`config.mk`:
```
export PLATFORM = sky130hd
export DESIGN_NAME = sct_conv_ctrl
export DESIGN_NICKNAME = d
export VERILOG_FILES = /design/src/core/sct_pkg.sv /design/src/core/sct_clk_div.sv /design/src/core/sct_conv_ctrl.sv
export SDC_FILE = /design/constraint.sdc
export NUM_CORES = 1
export LEC_CHECK = 0
export ABC_AREA = 1
export BUFFER_PORTS_ARGS = -buffer_cell sky130_fd_sc_hd__buf_2
export CORE_MARGIN = 1.5
export CORE_UTILIZATION = 60
export DETAILED_ROUTE_END_ITERATION = 8
export PLACE_DENSITY_LB_ADDON = 0.2
export SLEW_MARGIN = 0
export SYNTH_ARGS = -nofsm -noshare
export SYNTH_HDL_FRONTEND = slang
export SYNTH_HIERARCHICAL = 1
export SYNTH_SLANG_ARGS = --single-unit
```
`constraint.sdc`:
```
create_clock -name clock -period 3.65 [get_ports clock]
set_clock_uncertainty 0.05 [all_clocks]
set_input_delay 0 -clock clock [delete_from_list [all_inputs] [get_ports clock]]
set_output_delay 0 -clock clock [all_outputs]
set_load 0.05 [all_outputs]
```
`src/core/sct_pkg.sv`:
```
// shared constants, register map and carrier types for the conversion timing control
`default_nettype none
package sct_pkg;
	// register byte offsets on the control bus
	localparam logic [7:0] OFF_CTRL     = 8'h00;
	localparam logic [7:0] OFF_ACQ_LOW  = 8'h04;
	localparam logic [7:0] OFF_ACQ_HIGH = 8'h08;
	localparam logic [7:0] OFF_HW_OWN   = 8'h0c;
	localparam logic [7:0] OFF_FW_SW    = 8'h10;
	localparam logic [7:0] OFF_STATUS   = 8'h14;
	localparam logic [7:0] OFF_RESULT   = 8'h18;
	localparam logic [7:0] OFF_CHAN     = 8'h20;
	// field positions
	localparam int ACQ_HI_POS  = 16;
	localparam int DIV_POS     = 8;
	// reset values
	localparam logic [31:0] RST_CTRL    = 32'h0000_0100;
	localparam logic [9:0]  RST_ACQ     = 10'h004;
	localparam logic [15:0] RST_HW_OWN  = 16'hffff;
	localparam logic [15:0] RST_FW_SW   = 16'h0000;
	// cycle counts in converter clocks
	localparam logic [9:0]  ACQ_MIN     = 10'h004;
	localparam logic [4:0]  RES_FULL    = 5'd12;
	localparam logic [4:0]  RES_MID     = 5'd10;
	localparam logic [4:0]  RES_LOW     = 5'd8;
	localparam logic [4:0]  CONV_EXTRA  = 5'd2;
	// negative input choices and bus response codes
	localparam logic [1:0]  NEG_VSSA    = 2'h0;
	localparam logic [1:0]  NEG_VREF    = 2'h1;
	localparam logic [1:0]  NEG_PIN     = 2'h2;
	localparam logic [1:0]  RESP_OKAY   = 2'h0;
	localparam logic [1:0]  RESP_SLVERR = 2'h2;

	// per-channel setup word, low ten bits of a channel register
	typedef struct packed {
		logic [2:0] pin;
		logic       enable;
		logic [1:0] negSel;
		logic       diff;
		logic       altRes;
		logic [1:0] acqSel;
	} sct_chan_t;

	// global control word, low sixteen bits of the control register
	typedef struct packed {
		logic [7:0] clkDiv;
		logic [2:0] spare;
		logic       leftAlign;
		logic       signedDiff;
		logic       signedSe;
		logic       alt10;
		logic       scanEn;
	} sct_ctrl_t;

	typedef enum logic [1:0] {
		ST_IDLE = 2'b00,
		ST_ACQ  = 2'b01,
		ST_CONV = 2'b10
	} sct_state_t;
endpackage : sct_pkg
`default_nettype wire

```
`src/core/sct_clk_div.sv`:
```
// integer divider giving a one-cycle converter clock enable
`default_nettype none
module sct_clk_div #(
	parameter int W = 8
) (
	input  wire logic         clock,
	input  wire logic         rst_b,
	input  wire logic [W-1:0] divisor,
	output logic              tick
);
	logic [W-1:0] cntFf;
	logic [W-1:0] nxt_cnt;
	logic         nxt_tick;

	// divide by divisor, zero treated as one; only whole ratios, no fraction
	always_comb begin
		nxt_tick = 1'b0;
		nxt_cnt  = cntFf + W'(1);
		if (cntFf + W'(1) >= divisor) begin
			nxt_cnt  = '0;
			nxt_tick = 1'b1;
		end
	end

	always_ff @(posedge clock or negedge rst_b) begin
		if (!rst_b) begin
			cntFf <= '0;
			tick  <= 1'b0;
		end else begin
			cntFf <= nxt_cnt;
			tick  <= nxt_tick;
		end
	end
endmodule : sct_clk_div
`default_nettype wire

```
`src/core/sct_conv_ctrl.sv`:
```
// conversion timing, result formatting, router ownership and register slave
// Overview of operation
// - vssa negative input: signed select ignored, result only 0x000 to 0x7ff
// - unsigned: top code at +full scale, 0x800 at zero, 0 at -full scale
// - signed: 0x7ff at +full scale, zero at zero, 0x800 at -full scale
// - 12-bit default; per channel one alternate, globally 8 or 10 bit
// - conversion lasts resolution plus two converter clocks, 14 at 12 bit
// - full cycle is acquisition plus resolution plus two clocks
// - four global acquisition durations, 4 to 1023 clocks, in two paired registers
// - on acquisition expiry disconnect the input and convert the held sample
// - one converter clock passes before the start strobe rises
// - acquisition-done pulse to the fabric at end of acquisition
// - default four-clock acquisition gives 18 clocks at 12 bit
// - sequencer and fabric switch control is hardware, maskable per switch
// - sequencer steps enabled channels round robin without processor help
// - sequencer reaches adjacent-pin pairs only; others need firmware or fabric
// - firmware switch bits directly set every router switch
// - signed results sign-extend to 16 bits, unsigned ones zero-extend
// - left alignment at reduced resolution zeroes the unused low bits
//
// Local design decisions: the address map and the AXI4-Lite slave port.
`default_nettype none
module sct_conv_ctrl #(
	parameter int NCH = 4
) (
	input  wire logic        clock,
	input  wire logic        rst_b,
	input  wire logic [7:0]  s_axi_awaddr,
	input  wire logic        s_axi_awvalid,
	output logic             s_axi_awready,
	input  wire logic [31:0] s_axi_wdata,
	input  wire logic [3:0]  s_axi_wstrb,
	input  wire logic        s_axi_wvalid,
	output logic             s_axi_wready,
	output logic [1:0]       s_axi_bresp,
	output logic             s_axi_bvalid,
	input  wire logic        s_axi_bready,
	input  wire logic [7:0]  s_axi_araddr,
	input  wire logic        s_axi_arvalid,
	output logic             s_axi_arready,
	output logic [31:0]      s_axi_rdata,
	output logic [1:0]       s_axi_rresp,
	output logic             s_axi_rvalid,
	input  wire logic        s_axi_rready,
	input  wire logic [11:0] coreCode,
	input  wire logic [15:0] fabricSw,
	input  wire logic        fabricOwn,
	output logic [15:0]      routerSw,
	output logic             sampleConnect,
	output logic             socStrobe,
	output logic             acqDone,
	output logic [15:0]      resultData,
	output logic             resultValid
);
	sct_pkg::sct_ctrl_t ctrlFf, nxt_ctrl;
	sct_pkg::sct_chan_t chanFf [NCH];
	sct_pkg::sct_chan_t nxt_chan [NCH];
	sct_pkg::sct_state_t stateFf, nxt_state;
	logic [9:0]  acqFf [4];
	logic [9:0]  nxt_acq [4];
	logic [15:0] hwOwnFf, nxt_hwOwn, fwSwFf, nxt_fwSw, seqSw, nxt_router;
	logic [9:0]  cntFf, nxt_cnt;
	logic [$clog2(NCH)-1:0] chFf, nxt_ch;
	logic [3:0]  fmtFf, nxt_fmt;
	logic [15:0] nxt_result;
	logic        nxt_sample, nxt_soc, nxt_acqDone, nxt_resValid;
	logic        tick, anyEn;
	logic [4:0]  resLen;
	logic [7:0]  awAddrFf, nxt_awAddr;
	logic [31:0] wDataFf, nxt_wData;
	logic        awHeldFf, nxt_awHeld, wHeldFf, nxt_wHeld;
	logic [1:0]  nxt_bresp, nxt_rresp;
	logic        nxt_bvalid, nxt_rvalid;
	logic [31:0] nxt_rdata;
	logic        doWrite, wrHit;
	sct_pkg::sct_chan_t cur;

	sct_clk_div #(.W(8)) uDiv (
		.clock   (clock),
		.rst_b   (rst_b),
		.divisor (ctrlFf.clkDiv),
		.tick    (tick)
	);

	assign cur    = chanFf[chFf];
	// alternate resolution is one global choice, picked per channel
	assign resLen = !cur.altRes ? sct_pkg::RES_FULL :
		(ctrlFf.alt10 ? sct_pkg::RES_MID : sct_pkg::RES_LOW);

	// place the code msb-first in 12 bits, then encode and align
	function automatic logic [15:0] fmtCode(input logic [11:0] raw, input logic [4:0] res,
			input logic vssa, input logic sgn, input logic left);
		logic [11:0] top;
		logic [3:0]  sh;
		sh  = 4'(sct_pkg::RES_FULL - res);
		top = raw << sh;
		if (vssa) begin
			top = top[11] ? {1'b0, top[10:0]} : 12'h000;
		end else if (sgn) begin
			top[11] = ~top[11];
		end
		if (left) begin
			fmtCode = {top, 4'h0};
		end else if (sgn && !vssa) begin
			fmtCode = 16'($signed({top, 4'h0}) >>> (5'd4 + 5'(sh)));
		end else begin
			fmtCode = {4'h0, top} >> sh;
		end
	endfunction : fmtCode

	// sequencer only reaches a pin and its even/odd neighbour
	always_comb begin
		seqSw = '0;
		seqSw[cur.pin] = 1'b1;
		if (cur.negSel == sct_pkg::NEG_PIN) begin
			seqSw[8 + 32'(cur.pin ^ 3'h1)] = 1'b1;
		end
	end

	// per-switch owner: hardware (fabric or sequencer) unless masked to firmware
	genvar gi;
	generate
		for (gi = 0; gi < 16; gi++) begin : gSw
			assign nxt_router[gi] = hwOwnFf[gi] ? (fabricOwn ? fabricSw[gi] : seqSw[gi])
				: fwSwFf[gi];
		end
	endgenerate

	// timing sequence: acquisition then resolution plus two conversion clocks
	always_comb begin
		nxt_state    = stateFf;
		nxt_cnt      = cntFf;
		nxt_ch       = chFf;
		nxt_fmt      = fmtFf;
		nxt_result   = resultData;
		nxt_sample   = sampleConnect;
		nxt_soc      = 1'b0;
		nxt_acqDone  = 1'b0;
		nxt_resValid = 1'b0;
		anyEn        = 1'b0;
		for (int i = 0; i < NCH; i++) begin
			anyEn = anyEn | chanFf[i].enable;
		end
		case (stateFf)
			sct_pkg::ST_IDLE: begin
				if (ctrlFf.scanEn && cur.enable && tick) begin
					nxt_state  = sct_pkg::ST_ACQ;
					nxt_cnt    = (acqFf[cur.acqSel] < sct_pkg::ACQ_MIN) ? sct_pkg::ACQ_MIN
						: acqFf[cur.acqSel];
					nxt_sample = 1'b1;
				end else if (anyEn && !cur.enable) begin
					nxt_ch = $clog2(NCH)'(chFf + 1'b1);
				end
			end
			sct_pkg::ST_ACQ: begin
				if (tick) begin
					nxt_cnt = cntFf - 10'h001;
					if (cntFf == 10'h001) begin
						nxt_state   = sct_pkg::ST_CONV;
						nxt_cnt     = 10'(resLen + sct_pkg::CONV_EXTRA);
						nxt_sample  = 1'b0;
						nxt_acqDone = 1'b1;
					end
				end
			end
			sct_pkg::ST_CONV: begin
				if (tick) begin
					nxt_cnt = cntFf - 10'h001;
					// strobe only after the first converter clock of the phase
					nxt_soc = (cntFf == 10'(resLen + sct_pkg::CONV_EXTRA));
					if (cntFf == 10'h001) begin
						nxt_resValid = 1'b1;
						nxt_result   = fmtCode(coreCode, resLen,
							!cur.diff && cur.negSel == sct_pkg::NEG_VSSA,
							cur.diff ? ctrlFf.signedDiff : ctrlFf.signedSe, ctrlFf.leftAlign);
						nxt_fmt      = {!cur.diff && cur.negSel == sct_pkg::NEG_VSSA,
							cur.diff ? ctrlFf.signedDiff : ctrlFf.signedSe,
							ctrlFf.leftAlign, resLen == sct_pkg::RES_LOW};
						nxt_ch       = $clog2(NCH)'(chFf + 1'b1);
						nxt_state    = sct_pkg::ST_IDLE;
					end
				end
			end
			default: nxt_state = sct_pkg::ST_IDLE;
		endcase
	end

	always_ff @(posedge clock or negedge rst_b) begin
		if (!rst_b) begin
			stateFf       <= sct_pkg::ST_IDLE;
			cntFf         <= '0;
			chFf          <= '0;
			fmtFf         <= '0;
			resultData    <= '0;
			sampleConnect <= 1'b0;
			socStrobe     <= 1'b0;
			acqDone       <= 1'b0;
			resultValid   <= 1'b0;
			routerSw      <= '0;
		end else begin
			stateFf       <= nxt_state;
			cntFf         <= nxt_cnt;
			chFf          <= nxt_ch;
			fmtFf         <= nxt_fmt;
			resultData    <= nxt_result;
			sampleConnect <= nxt_sample;
			socStrobe     <= nxt_soc;
			acqDone       <= nxt_acqDone;
			resultValid   <= nxt_resValid;
			routerSw      <= nxt_router;
		end
	end

	// bus slave: address and data taken in either order, one write at a time
	// only a beat that is taken now or held counts, so a stale address is never written
	assign doWrite = (awHeldFf || (s_axi_awvalid && s_axi_awready))
		&& (wHeldFf || (s_axi_wvalid && s_axi_wready)) && !s_axi_bvalid;
	always_comb begin
		nxt_ctrl   = ctrlFf;
		nxt_acq    = acqFf;
		nxt_chan   = chanFf;
		nxt_hwOwn  = hwOwnFf;
		nxt_fwSw   = fwSwFf;
		nxt_awAddr = s_axi_awready && s_axi_awvalid ? s_axi_awaddr : awAddrFf;
		nxt_wData  = s_axi_wready && s_axi_wvalid ? s_axi_wdata : wDataFf;
		nxt_awHeld = awHeldFf | (s_axi_awready & s_axi_awvalid);
		nxt_wHeld  = wHeldFf | (s_axi_wready & s_axi_wvalid);
		nxt_bvalid = s_axi_bvalid & ~s_axi_bready;
		nxt_bresp  = s_axi_bresp;
		wrHit      = 1'b1;
		if (doWrite) begin
			nxt_awHeld = 1'b0;
			nxt_wHeld  = 1'b0;
			nxt_bvalid = 1'b1;
			case (nxt_awAddr)
				sct_pkg::OFF_CTRL:     nxt_ctrl = nxt_wData[15:0];
				sct_pkg::OFF_ACQ_LOW: begin
					nxt_acq[0] = nxt_wData[9:0];
					nxt_acq[1] = nxt_wData[sct_pkg::ACQ_HI_POS +: 10];
				end
				sct_pkg::OFF_ACQ_HIGH: begin
					nxt_acq[2] = nxt_wData[9:0];
					nxt_acq[3] = nxt_wData[sct_pkg::ACQ_HI_POS +: 10];
				end
				sct_pkg::OFF_HW_OWN:   nxt_hwOwn = nxt_wData[15:0];
				sct_pkg::OFF_FW_SW:    nxt_fwSw  = nxt_wData[15:0];
				sct_pkg::OFF_STATUS, sct_pkg::OFF_RESULT: wrHit = 1'b1;
				default: begin
					wrHit = 1'b0;
					for (int i = 0; i < NCH; i++) begin
						if (nxt_awAddr == 8'(sct_pkg::OFF_CHAN + 8'(4 * i))) begin
							nxt_chan[i] = nxt_wData[9:0];
							wrHit = 1'b1;
						end
					end
				end
			endcase
			nxt_bresp = wrHit ? sct_pkg::RESP_OKAY : sct_pkg::RESP_SLVERR;
		end
	end

	// read side answers one cycle after the address is taken
	always_comb begin
		nxt_rvalid = s_axi_rvalid & ~s_axi_rready;
		nxt_rdata  = s_axi_rdata;
		nxt_rresp  = s_axi_rresp;
		if (s_axi_arvalid && s_axi_arready) begin
			nxt_rvalid = 1'b1;
			nxt_rresp  = sct_pkg::RESP_OKAY;
			case (s_axi_araddr)
				sct_pkg::OFF_CTRL:     nxt_rdata = {16'h0000, ctrlFf};
				sct_pkg::OFF_ACQ_LOW:  nxt_rdata = {6'h00, acqFf[1], 6'h00, acqFf[0]};
				sct_pkg::OFF_ACQ_HIGH: nxt_rdata = {6'h00, acqFf[3], 6'h00, acqFf[2]};
				sct_pkg::OFF_HW_OWN:   nxt_rdata = {16'h0000, hwOwnFf};
				sct_pkg::OFF_FW_SW:    nxt_rdata = {16'h0000, fwSwFf};
				sct_pkg::OFF_STATUS:   nxt_rdata = {20'h00000, 4'(chFf), 6'h00, stateFf};
				sct_pkg::OFF_RESULT:   nxt_rdata = {16'h0000, resultData};
				default: begin
					nxt_rdata = 32'h0000_0000;
					nxt_rresp = sct_pkg::RESP_SLVERR;
					for (int i = 0; i < NCH; i++) begin
						if (s_axi_araddr == 8'(sct_pkg::OFF_CHAN + 8'(4 * i))) begin
							nxt_rdata = {22'h000000, chanFf[i]};
							nxt_rresp = sct_pkg::RESP_OKAY;
						end
					end
				end
			endcase
		end
	end

	always_ff @(posedge clock or negedge rst_b) begin
		if (!rst_b) begin
			ctrlFf        <= sct_pkg::RST_CTRL[15:0];
			for (int i = 0; i < 4; i++) begin
				acqFf[i] <= sct_pkg::RST_ACQ;
			end
			for (int i = 0; i < NCH; i++) begin
				chanFf[i] <= '0;
			end
			hwOwnFf       <= sct_pkg::RST_HW_OWN;
			fwSwFf        <= sct_pkg::RST_FW_SW;
			awAddrFf      <= '0;
			wDataFf       <= '0;
			awHeldFf      <= 1'b0;
			wHeldFf       <= 1'b0;
			s_axi_awready <= 1'b0;
			s_axi_wready  <= 1'b0;
			s_axi_bvalid  <= 1'b0;
			s_axi_bresp   <= '0;
			s_axi_arready <= 1'b0;
			s_axi_rvalid  <= 1'b0;
			s_axi_rdata   <= '0;
			s_axi_rresp   <= '0;
		end else begin
			ctrlFf        <= nxt_ctrl;
			acqFf         <= nxt_acq;
			chanFf        <= nxt_chan;
			hwOwnFf       <= nxt_hwOwn;
			fwSwFf        <= nxt_fwSw;
			awAddrFf      <= nxt_awAddr;
			wDataFf       <= nxt_wData;
			awHeldFf      <= nxt_awHeld;
			wHeldFf       <= nxt_wHeld;
			s_axi_awready <= !nxt_awHeld && !nxt_bvalid && !(s_axi_awready && s_axi_awvalid);
			s_axi_wready  <= !nxt_wHeld && !nxt_bvalid && !(s_axi_wready && s_axi_wvalid);
			s_axi_bvalid  <= nxt_bvalid;
			s_axi_bresp   <= nxt_bresp;
			s_axi_arready <= !nxt_rvalid && !(s_axi_arready && s_axi_arvalid);
			s_axi_rvalid  <= nxt_rvalid;
			s_axi_rdata   <= nxt_rdata;
			s_axi_rresp   <= nxt_rresp;
		end
	end
endmodule : sct_conv_ctrl
`default_nettype wire

```
; Yosys cells after proc, flatten, opt, wreduce, memory -nomap -nowiden
; Index checks and enable logic that the tools add are counted.
[totals]
word_cells = 290
out_inout_bits = 77
regBits = 264
input_bits = 88
[classes]
bitwise = 17
n_reduce_logical = 53
add_sub_neg = 7
shift = 3
n_eq_ne = 32
muxes = 110
n_lt_le_gt_ge = 8
[op_table]
columns = operator, count
row1 = 32-bit case mux with 7 select lines, 1
row2 = 10-bit 2-to-1 mux, 10
row3 = 32-bit 2-to-1 mux, 3
row4 = "8-bit by 6-bit == test with 1-bit output, second input constant", 8
row5 = 1-bit 2-to-1 mux, 60
row6 = 11-bit 2-to-1 mux, 5
row7 = "8-bit by 5-bit == test with 1-bit output, second input constant", 6
row8 = 16-bit 2-to-1 mux, 3
row9 = 10-bit binary-select mux with 2-bit select, 2
row10 = "8-bit by 4-bit == test with 1-bit output, second input constant", 4
row11 = 2-bit 2-to-1 mux, 16
row12 = 10-bit case mux with 3 select lines, 1
row13 = 26-bit 2-to-1 mux, 1
row14 = 1-bit logical AND, 17
row15 = "8-bit by 3-bit == test with 1-bit output, second input constant", 2
row16 = 8-bit zero test, 2
row17 = 8-bit 2-to-1 mux, 2
row18 = 8-bit by 16-bit OR with 16-bit output, 1
row19 = 12-bit by 4-bit right shift with 16-bit output, 1
row20 = 16-bit by 5-bit >>> shifter with 16-bit output, 1
row21 = 3-bit AND reduction, 5
row22 = 7-bit OR reduction, 2
row23 = 12-bit by 4-bit left shift with 12-bit output, 1
row24 = 1-bit zero test, 11
row25 = other kinds (37), 65

; Logic depth before layout (Yosys ltp)
[depth]
word_depth = 16
depth_mapped = 15
mapped_depth_nobuf = 14

; By module
; Netlist, hierarchy kept.
[by_module_without_submodules]
columns = module, cells_each, instances, area_each_um2, seq_area_each_um2
row1 = sct_conv_ctrl, 1662, 1, 12802.3, 6207.2
row2 = sct_clk_div, 80, 1, 629.4, 225.2

; Worst setup path after synthesis
; OpenSTA, ideal clock, no wires.
[synth_timing]
path_kind = reg-to-reg
startpoint = register s_axi_wready
endpoint = register ctrlFf[10] (netlist name)
setup_ns = 0.132
required_time_ns = 3.468
period_less_slack_ns = 2.122
stages_incl_launch_ff = 11
arrival_time_ns = 1.940
path_slack_ns = 1.528
path_buffers = 1
cell_sequence = dfrtp_1 nand2_2 inv_2 nor2_1 nor3_4 inv_2 nor3_2 nand2_1 clkbuf_1 nand2_1 o21ai_0
[synth_between]
elab_chain_cells = 5
word_cells_on_any_way = 6
cone_classes = mux: 1 / reduce/logical: 5
[synth_lines]
columns = element, line
row1 = from (decl), sct_conv_ctrl.sv:34  ; output logic s_axi_wready,
row2 = from (signal assigned), sct_conv_ctrl.sv:326  ; s_axi_wready <= !nxt_wHeld && !nxt_bvalid && !(s_axi_wready && s_axi_wvalid);
row3 = 1-bit logical AND *, "sct_conv_ctrl.sv:217, sct_conv_ctrl.sv:225"
row4 = 1-bit logical OR, sct_conv_ctrl.sv:217  ; && (wHeldFf || (s_axi_wvalid && s_axi_wready)) && !s_axi_bvalid;
row5 = 1-bit logical AND (2 in series), sct_conv_ctrl.sv:217
row6 = 2-bit AND reduction (no line), --
row7 = to (signal assigned), sct_conv_ctrl.sv:294  ; ctrlFf <= sct_pkg::RST_CTRL[15:0];
row8 = to (signal assigned), sct_conv_ctrl.sv:316  ; ctrlFf <= nxt_ctrl;
row9 = to (decl), sct_conv_ctrl.sv:55  ; sct_pkg::sct_ctrl_t ctrlFf, nxt_ctrl;
; Mark *: on every way between the ends. The rest lies on a longest branch, timed or not.
; A chain may end at the register's enable or synchronous reset.

; Worst setup path in the final report
[layout_timing]
startpoint = register chFf[0]
endpoint = register resultData[2]
[layout_between]
elab_chain_cells = 16
word_cells_on_any_way = 29
cone_classes = add/sub: 2 / shift: 3 / mux: 17 / bitwise: 2 / reduce/logical: 5
[layout_lines]
columns = element, line
row1 = from (decl), sct_conv_ctrl.sv:63  ; logic [$clog2(NCH)-1:0] chFf, nxt_ch;
row2 = from (signal assigned), sct_conv_ctrl.sv:203  ; chFf <= nxt_ch;
row3 = 2-bit NOT with 3-bit output (implied by the code) *, sct_conv_ctrl.sv:85  ; assign cur = chanFf[chFf];
row4 = 10-bit binary-select mux with 2-bit select *, sct_conv_ctrl.sv:85
row5 = 10-bit 2-to-1 mux (implied by the code) * (2 in series), sct_conv_ctrl.sv:85
row6 = 3-bit 2-to-1 mux, sct_conv_ctrl.sv:87  ; assign resLen = !cur.altRes ? sct_pkg::RES_FULL :
row7 = 4-bit subtractor, sct_conv_ctrl.sv:95  ; sh = 4'(sct_pkg::RES_FULL - res);
row8 = 12-bit by 4-bit left shift with 12-bit output, sct_conv_ctrl.sv:96  ; top = raw << sh;
row9 = 1-bit NOT, sct_conv_ctrl.sv:100  ; top[11] = ~top[11];
row10 = 1-bit 2-to-1 mux, sct_conv_ctrl.sv:99  ; end else if (sgn) begin
row11 = 1-bit 2-to-1 mux, sct_conv_ctrl.sv:97  ; if (vssa) begin
row12 = 1-bit 2-to-1 mux, sct_conv_ctrl.sv:171  ; if (cntFf == 10'h001) begin
row13 = 1-bit 2-to-1 mux, sct_conv_ctrl.sv:167  ; if (tick) begin
row14 = 1-bit 2-to-1 mux, sct_conv_ctrl.sv:144  ; case (stateFf)
row15 = 16-bit by 5-bit >>> shifter with 16-bit output or 12-bit by 4-bit right shift with 16-bit output (tied branches), "sct_conv_ctrl.sv:105, sct_conv_ctrl.sv:107"
row16 = 16-bit 2-to-1 mux *, sct_conv_ctrl.sv:104  ; end else if (sgn && !vssa) begin
row17 = 16-bit 2-to-1 mux *, sct_conv_ctrl.sv:102  ; if (left) begin
row18 = to (signal assigned), sct_conv_ctrl.sv:205  ; resultData <= nxt_result;
row19 = to (decl), sct_conv_ctrl.sv:52  ; output logic [15:0] resultData,
; Mark *: on every way between the ends. The rest lies on a longest branch, timed or not. The select of a mux whose other input is x is not followed.

==> flow_summary.yaml <==
route:
  route.detailed.drc: 0
  antenna_left: 0
  wl_um: 41640
  vias: 13230
  drt_pass1_iterations: 6
  vias_per_cell: 5.812
  routedWlPerCell_um: 18.29
  drt_iter0_drc: 1377
synth:
  synth_warnings: 6
  yosys-top-cells-area: "dfrtp_1 (44%), nand2_1 (16%), nand3_1 (6.4%), inv_1 (5.0%), o21ai_0 (4.5%)"
  syn_avg_cell_area_um2: 7.710
  synthFlopType: "dfrtp_1"
  synth_top_area_share_pct: 43.78
  synthTopCellsByCount: "nand2_1 (589), dfrtp_1 (235), inv_1 (178)"
  synth_area_um2: 13430
  syn_inst: 1742
  yosysMostFrequentCell: "nand2_1"
  yosys.area.top_type: "dfrtp_1"
  synthArstFlopShare_pct: 100.0
  ys_seq_area_share_pct: 47.89
  yosysUniqueCellTypes: 50
  ys_ff_latch: 256
  synth_edf_count: 0
global_routing:
  grt-ovfl-total: 0
  use_met3_pct: 5.518
  grt_pass1_wl_um: 66520
  use_met2_pct: 59.97
  grt_pass1_vias: 12710
  grt_util_met1_pct: 46.59
  antenna_found_initial: 1
  grt.total_usage_pct: 35.56
  grt_max_degree: 124
  top_usage_layer: "met2"
sta:
  fin_setup_tns_ps: 0
  max_freq_mhz: 300.6
  min_period_ps: 3326
  finalSetupViolations: 0
  hold_viol_final: 1
  rsz0062_at_grt: "no"
  slew_violations: 0
  worstMarginPinSlew_ps: 1051
  hold-worst-slack_ps: -3.566
  period_share_pct: 91.13
  slew_headroom_pct: 29.84
setup_path:
  path_common_cell: "nand2_1"
  criticalPathCategory: "flop to flop"
  r2r_start: "chFf[0]$_DFFE_PN0P_"
  slowest_stage: "dlygate4sd3_1"
  crit_arrival_ps: 3710
  path_cells: "inv_2 > nand2_1 > nand3_1 > nand2_2 > buf_4 > nor2_4 > a22oi_1 > nand4_1 > dlygate4sd3_1 > nand3_1 > dlygate4sd3_1 > nand2_1 > nand2_1"
  cp_slowest_stage_delay_ps: 560
  rr_worst_depth: 13
  worstPathRequired_ps: 4030
  cp-startpoint: "chFf[0]$_DFFE_PN0P_"
  cp-end-kind: "flop"
  critPathMaxFanout: 21
  start_kind: "flop"
finish:
  fin_nets: 2079
  antenna_cells: 0
  areaGrowthSynthToFinish_pct: 20.63
  layout-drive-gt1-share_pct: 14.27
  fillers: 1639
floorplan:
  core_area_um2: 21890
  row_count: 54
  dieArea_um2: 23290
  ios: 165
  start_util_pct: 61.36
  die_y_um: 152.6
  die_w_um: 152.6
hold_path:
  hp-class: "input pin to flop"
  min-delay-start: "s_axi_araddr[0]"
  whs_path_depth: 5
cts:
  clock_latency_ps: 540
  cts_tree: "built"
  numCtsBuffers: 27
  clk_pin_slew_worst_paths_ps: 60
  htreeDepth: 1
  cts-root-buf: "clkbuf_16"
  cts.sinks: 256
  clk_path_buf_depth: 3
  cts_setup_buffers: 0
run_status:
  status: "finished with violations"
  violations: "negative hold slack"
power_and_ir_drop:
  power.total_mw: 12.43
  power.leakage_nw: 8.104
  powerDensity_nw_per_um2: 767.2
  peakVddDrop_uv: 639.7
placement:
  gp_congestion: 0.9300
  dpl.hpwl_um: 27460
  port_buffers: 146
run:
  cap_violations: 0
## logic make-up (layout without fill, tap and decap cells)
group                      count (synthesis)  after routing  synth area share, %
and+or+nand+nor                          935            935                30.31
buffers and inverters                    263            511                8.402
AOI/OAI and AO/OA                        262            262                11.26
DFF                                      256            256                47.89
adders and majority gates                 15             15                1.397
xor gates and xnor gates                  10             10               0.7080
other                                      1              8              0.02792
## cells in the final DEF (no fill, tap or decap), drive strengths merged, types with 8 or more instances in the layout
| cell type | Yosys | layout |
|---|---|---|
| nand4 | 21 | 21 |
| dfstp | 21 | 21 |
| nand2 | 608 | 608 |
| ha | 15 | 15 |
| inv | 187 | 188 |
| and2 | 26 | 26 |
| a21oi | 52 | 52 |
| buf | 41 | 169 |
| a22o | 11 | 11 |
| o21ai | 148 | 148 |
| o22ai | 9 | 9 |
| nor3 | 16 | 16 |
| a22oi | 13 | 13 |
| nor2 | 81 | 81 |
| conb | 1 | 8 |
| dlygate4sd3 | 0 | 104 |
| nand3 | 179 | 179 |
| dfrtp | 235 | 235 |
| o211ai | 8 | 8 |
| clkbuf | 34 | 42 |
| xor2 | 10 | 10 |
| o221ai | 11 | 11 |
## repair_timing
item                                   4_1_cts  5_1_grt
resized for setup                            0        2
setup endpoints to repair                    0        1
hold buffers                               104        0
endpoints found under the hold margin      249        0
## worst max-delay path: cells and delay by family, from the launching register on
family / cells / cell delay [ps]
compound gates: 1 / 160
buf+inv: 4 / 1620
simple gates: 8 / 990
flops: 1 / 380
## per-layer routing
metal  vias to the layer above  share of wire, %
met4                         2               3.6
met2                       697                48
met1                      6335                39
met5                         -             0.024
li1                       6085                 -
met3                       115               9.2
## sequential cells by signal, indices dropped and copies added (netlist names), 2 cells and up
signal and flops:
acqFf 40, stateFf 2, chFf 2, chanFf 40, ctrlFf 16, awAddrFf 8
uDiv/cntFf 8, wDataFf 26, fwSwFf 16, routerSw 16, s_axi_rdata 26, cntFf 10
resultData 16, hwOwnFf 16
## layout make-up
type                       count  area, um2  area share [%]
sequential                   256       6432           39.70
clock inverter                 8      73.82          0.4556
inverter                     188      708.2           4.371
tap                          280      350.3           2.162
timing repair buffer         273       1967           12.14
clock buffer                  42      762.0           4.703
multi-input combinational   1230       5909           36.47
## power by group
part	internal (mW)	total [mW]	leakage (nW)	switching (mW)
Clock	1.50	2.65	0.403	1.14
Combinational	1.65	5.50	4.55	3.85
Sequential	3.71	4.28	3.15	0.572
Total	6.86	12.4	8.10	5.57
## worst paths after layout
kind,to,slack (ps)
setup / recovery,resultData[2]$_DFFE_PN0P_,320
hold / removal,s_axi_rresp[1]$_DFFE_PN0P_,-4
setup reg to reg,resultData[2]$_DFFE_PN0P_,320
hold reg to reg,s_axi_arready$_DFF_PN0_,410
max in group asynchronous,awAddrFf[5]$_DFF_PN0_,2470
min in group asynchronous,ctrlFf[14]$_DFFE_PN0P_,80
## through the flow
stage | setup slack, ps | util, % | std cells | hold slack (ps) | cell area [um2]
CTS | 169.0 | 73.98 | 2277 | 6.574 | 16200
global route | 58.46 | 74.02 | 2277 | 16.01 | 16200
finish | 323.8 | 74.02 | 2277 | -3.566 | 16200
global placement | 1146 | 65.41 | 2123 | 102.8 | 14320
floorplan | 1528 | - | 1749 | -345.6 | 13460
detailed placement | 1163 | 65.41 | 2123 | 99.17 | 14320
Note: power is estimated with default switching activity, not from simulation.
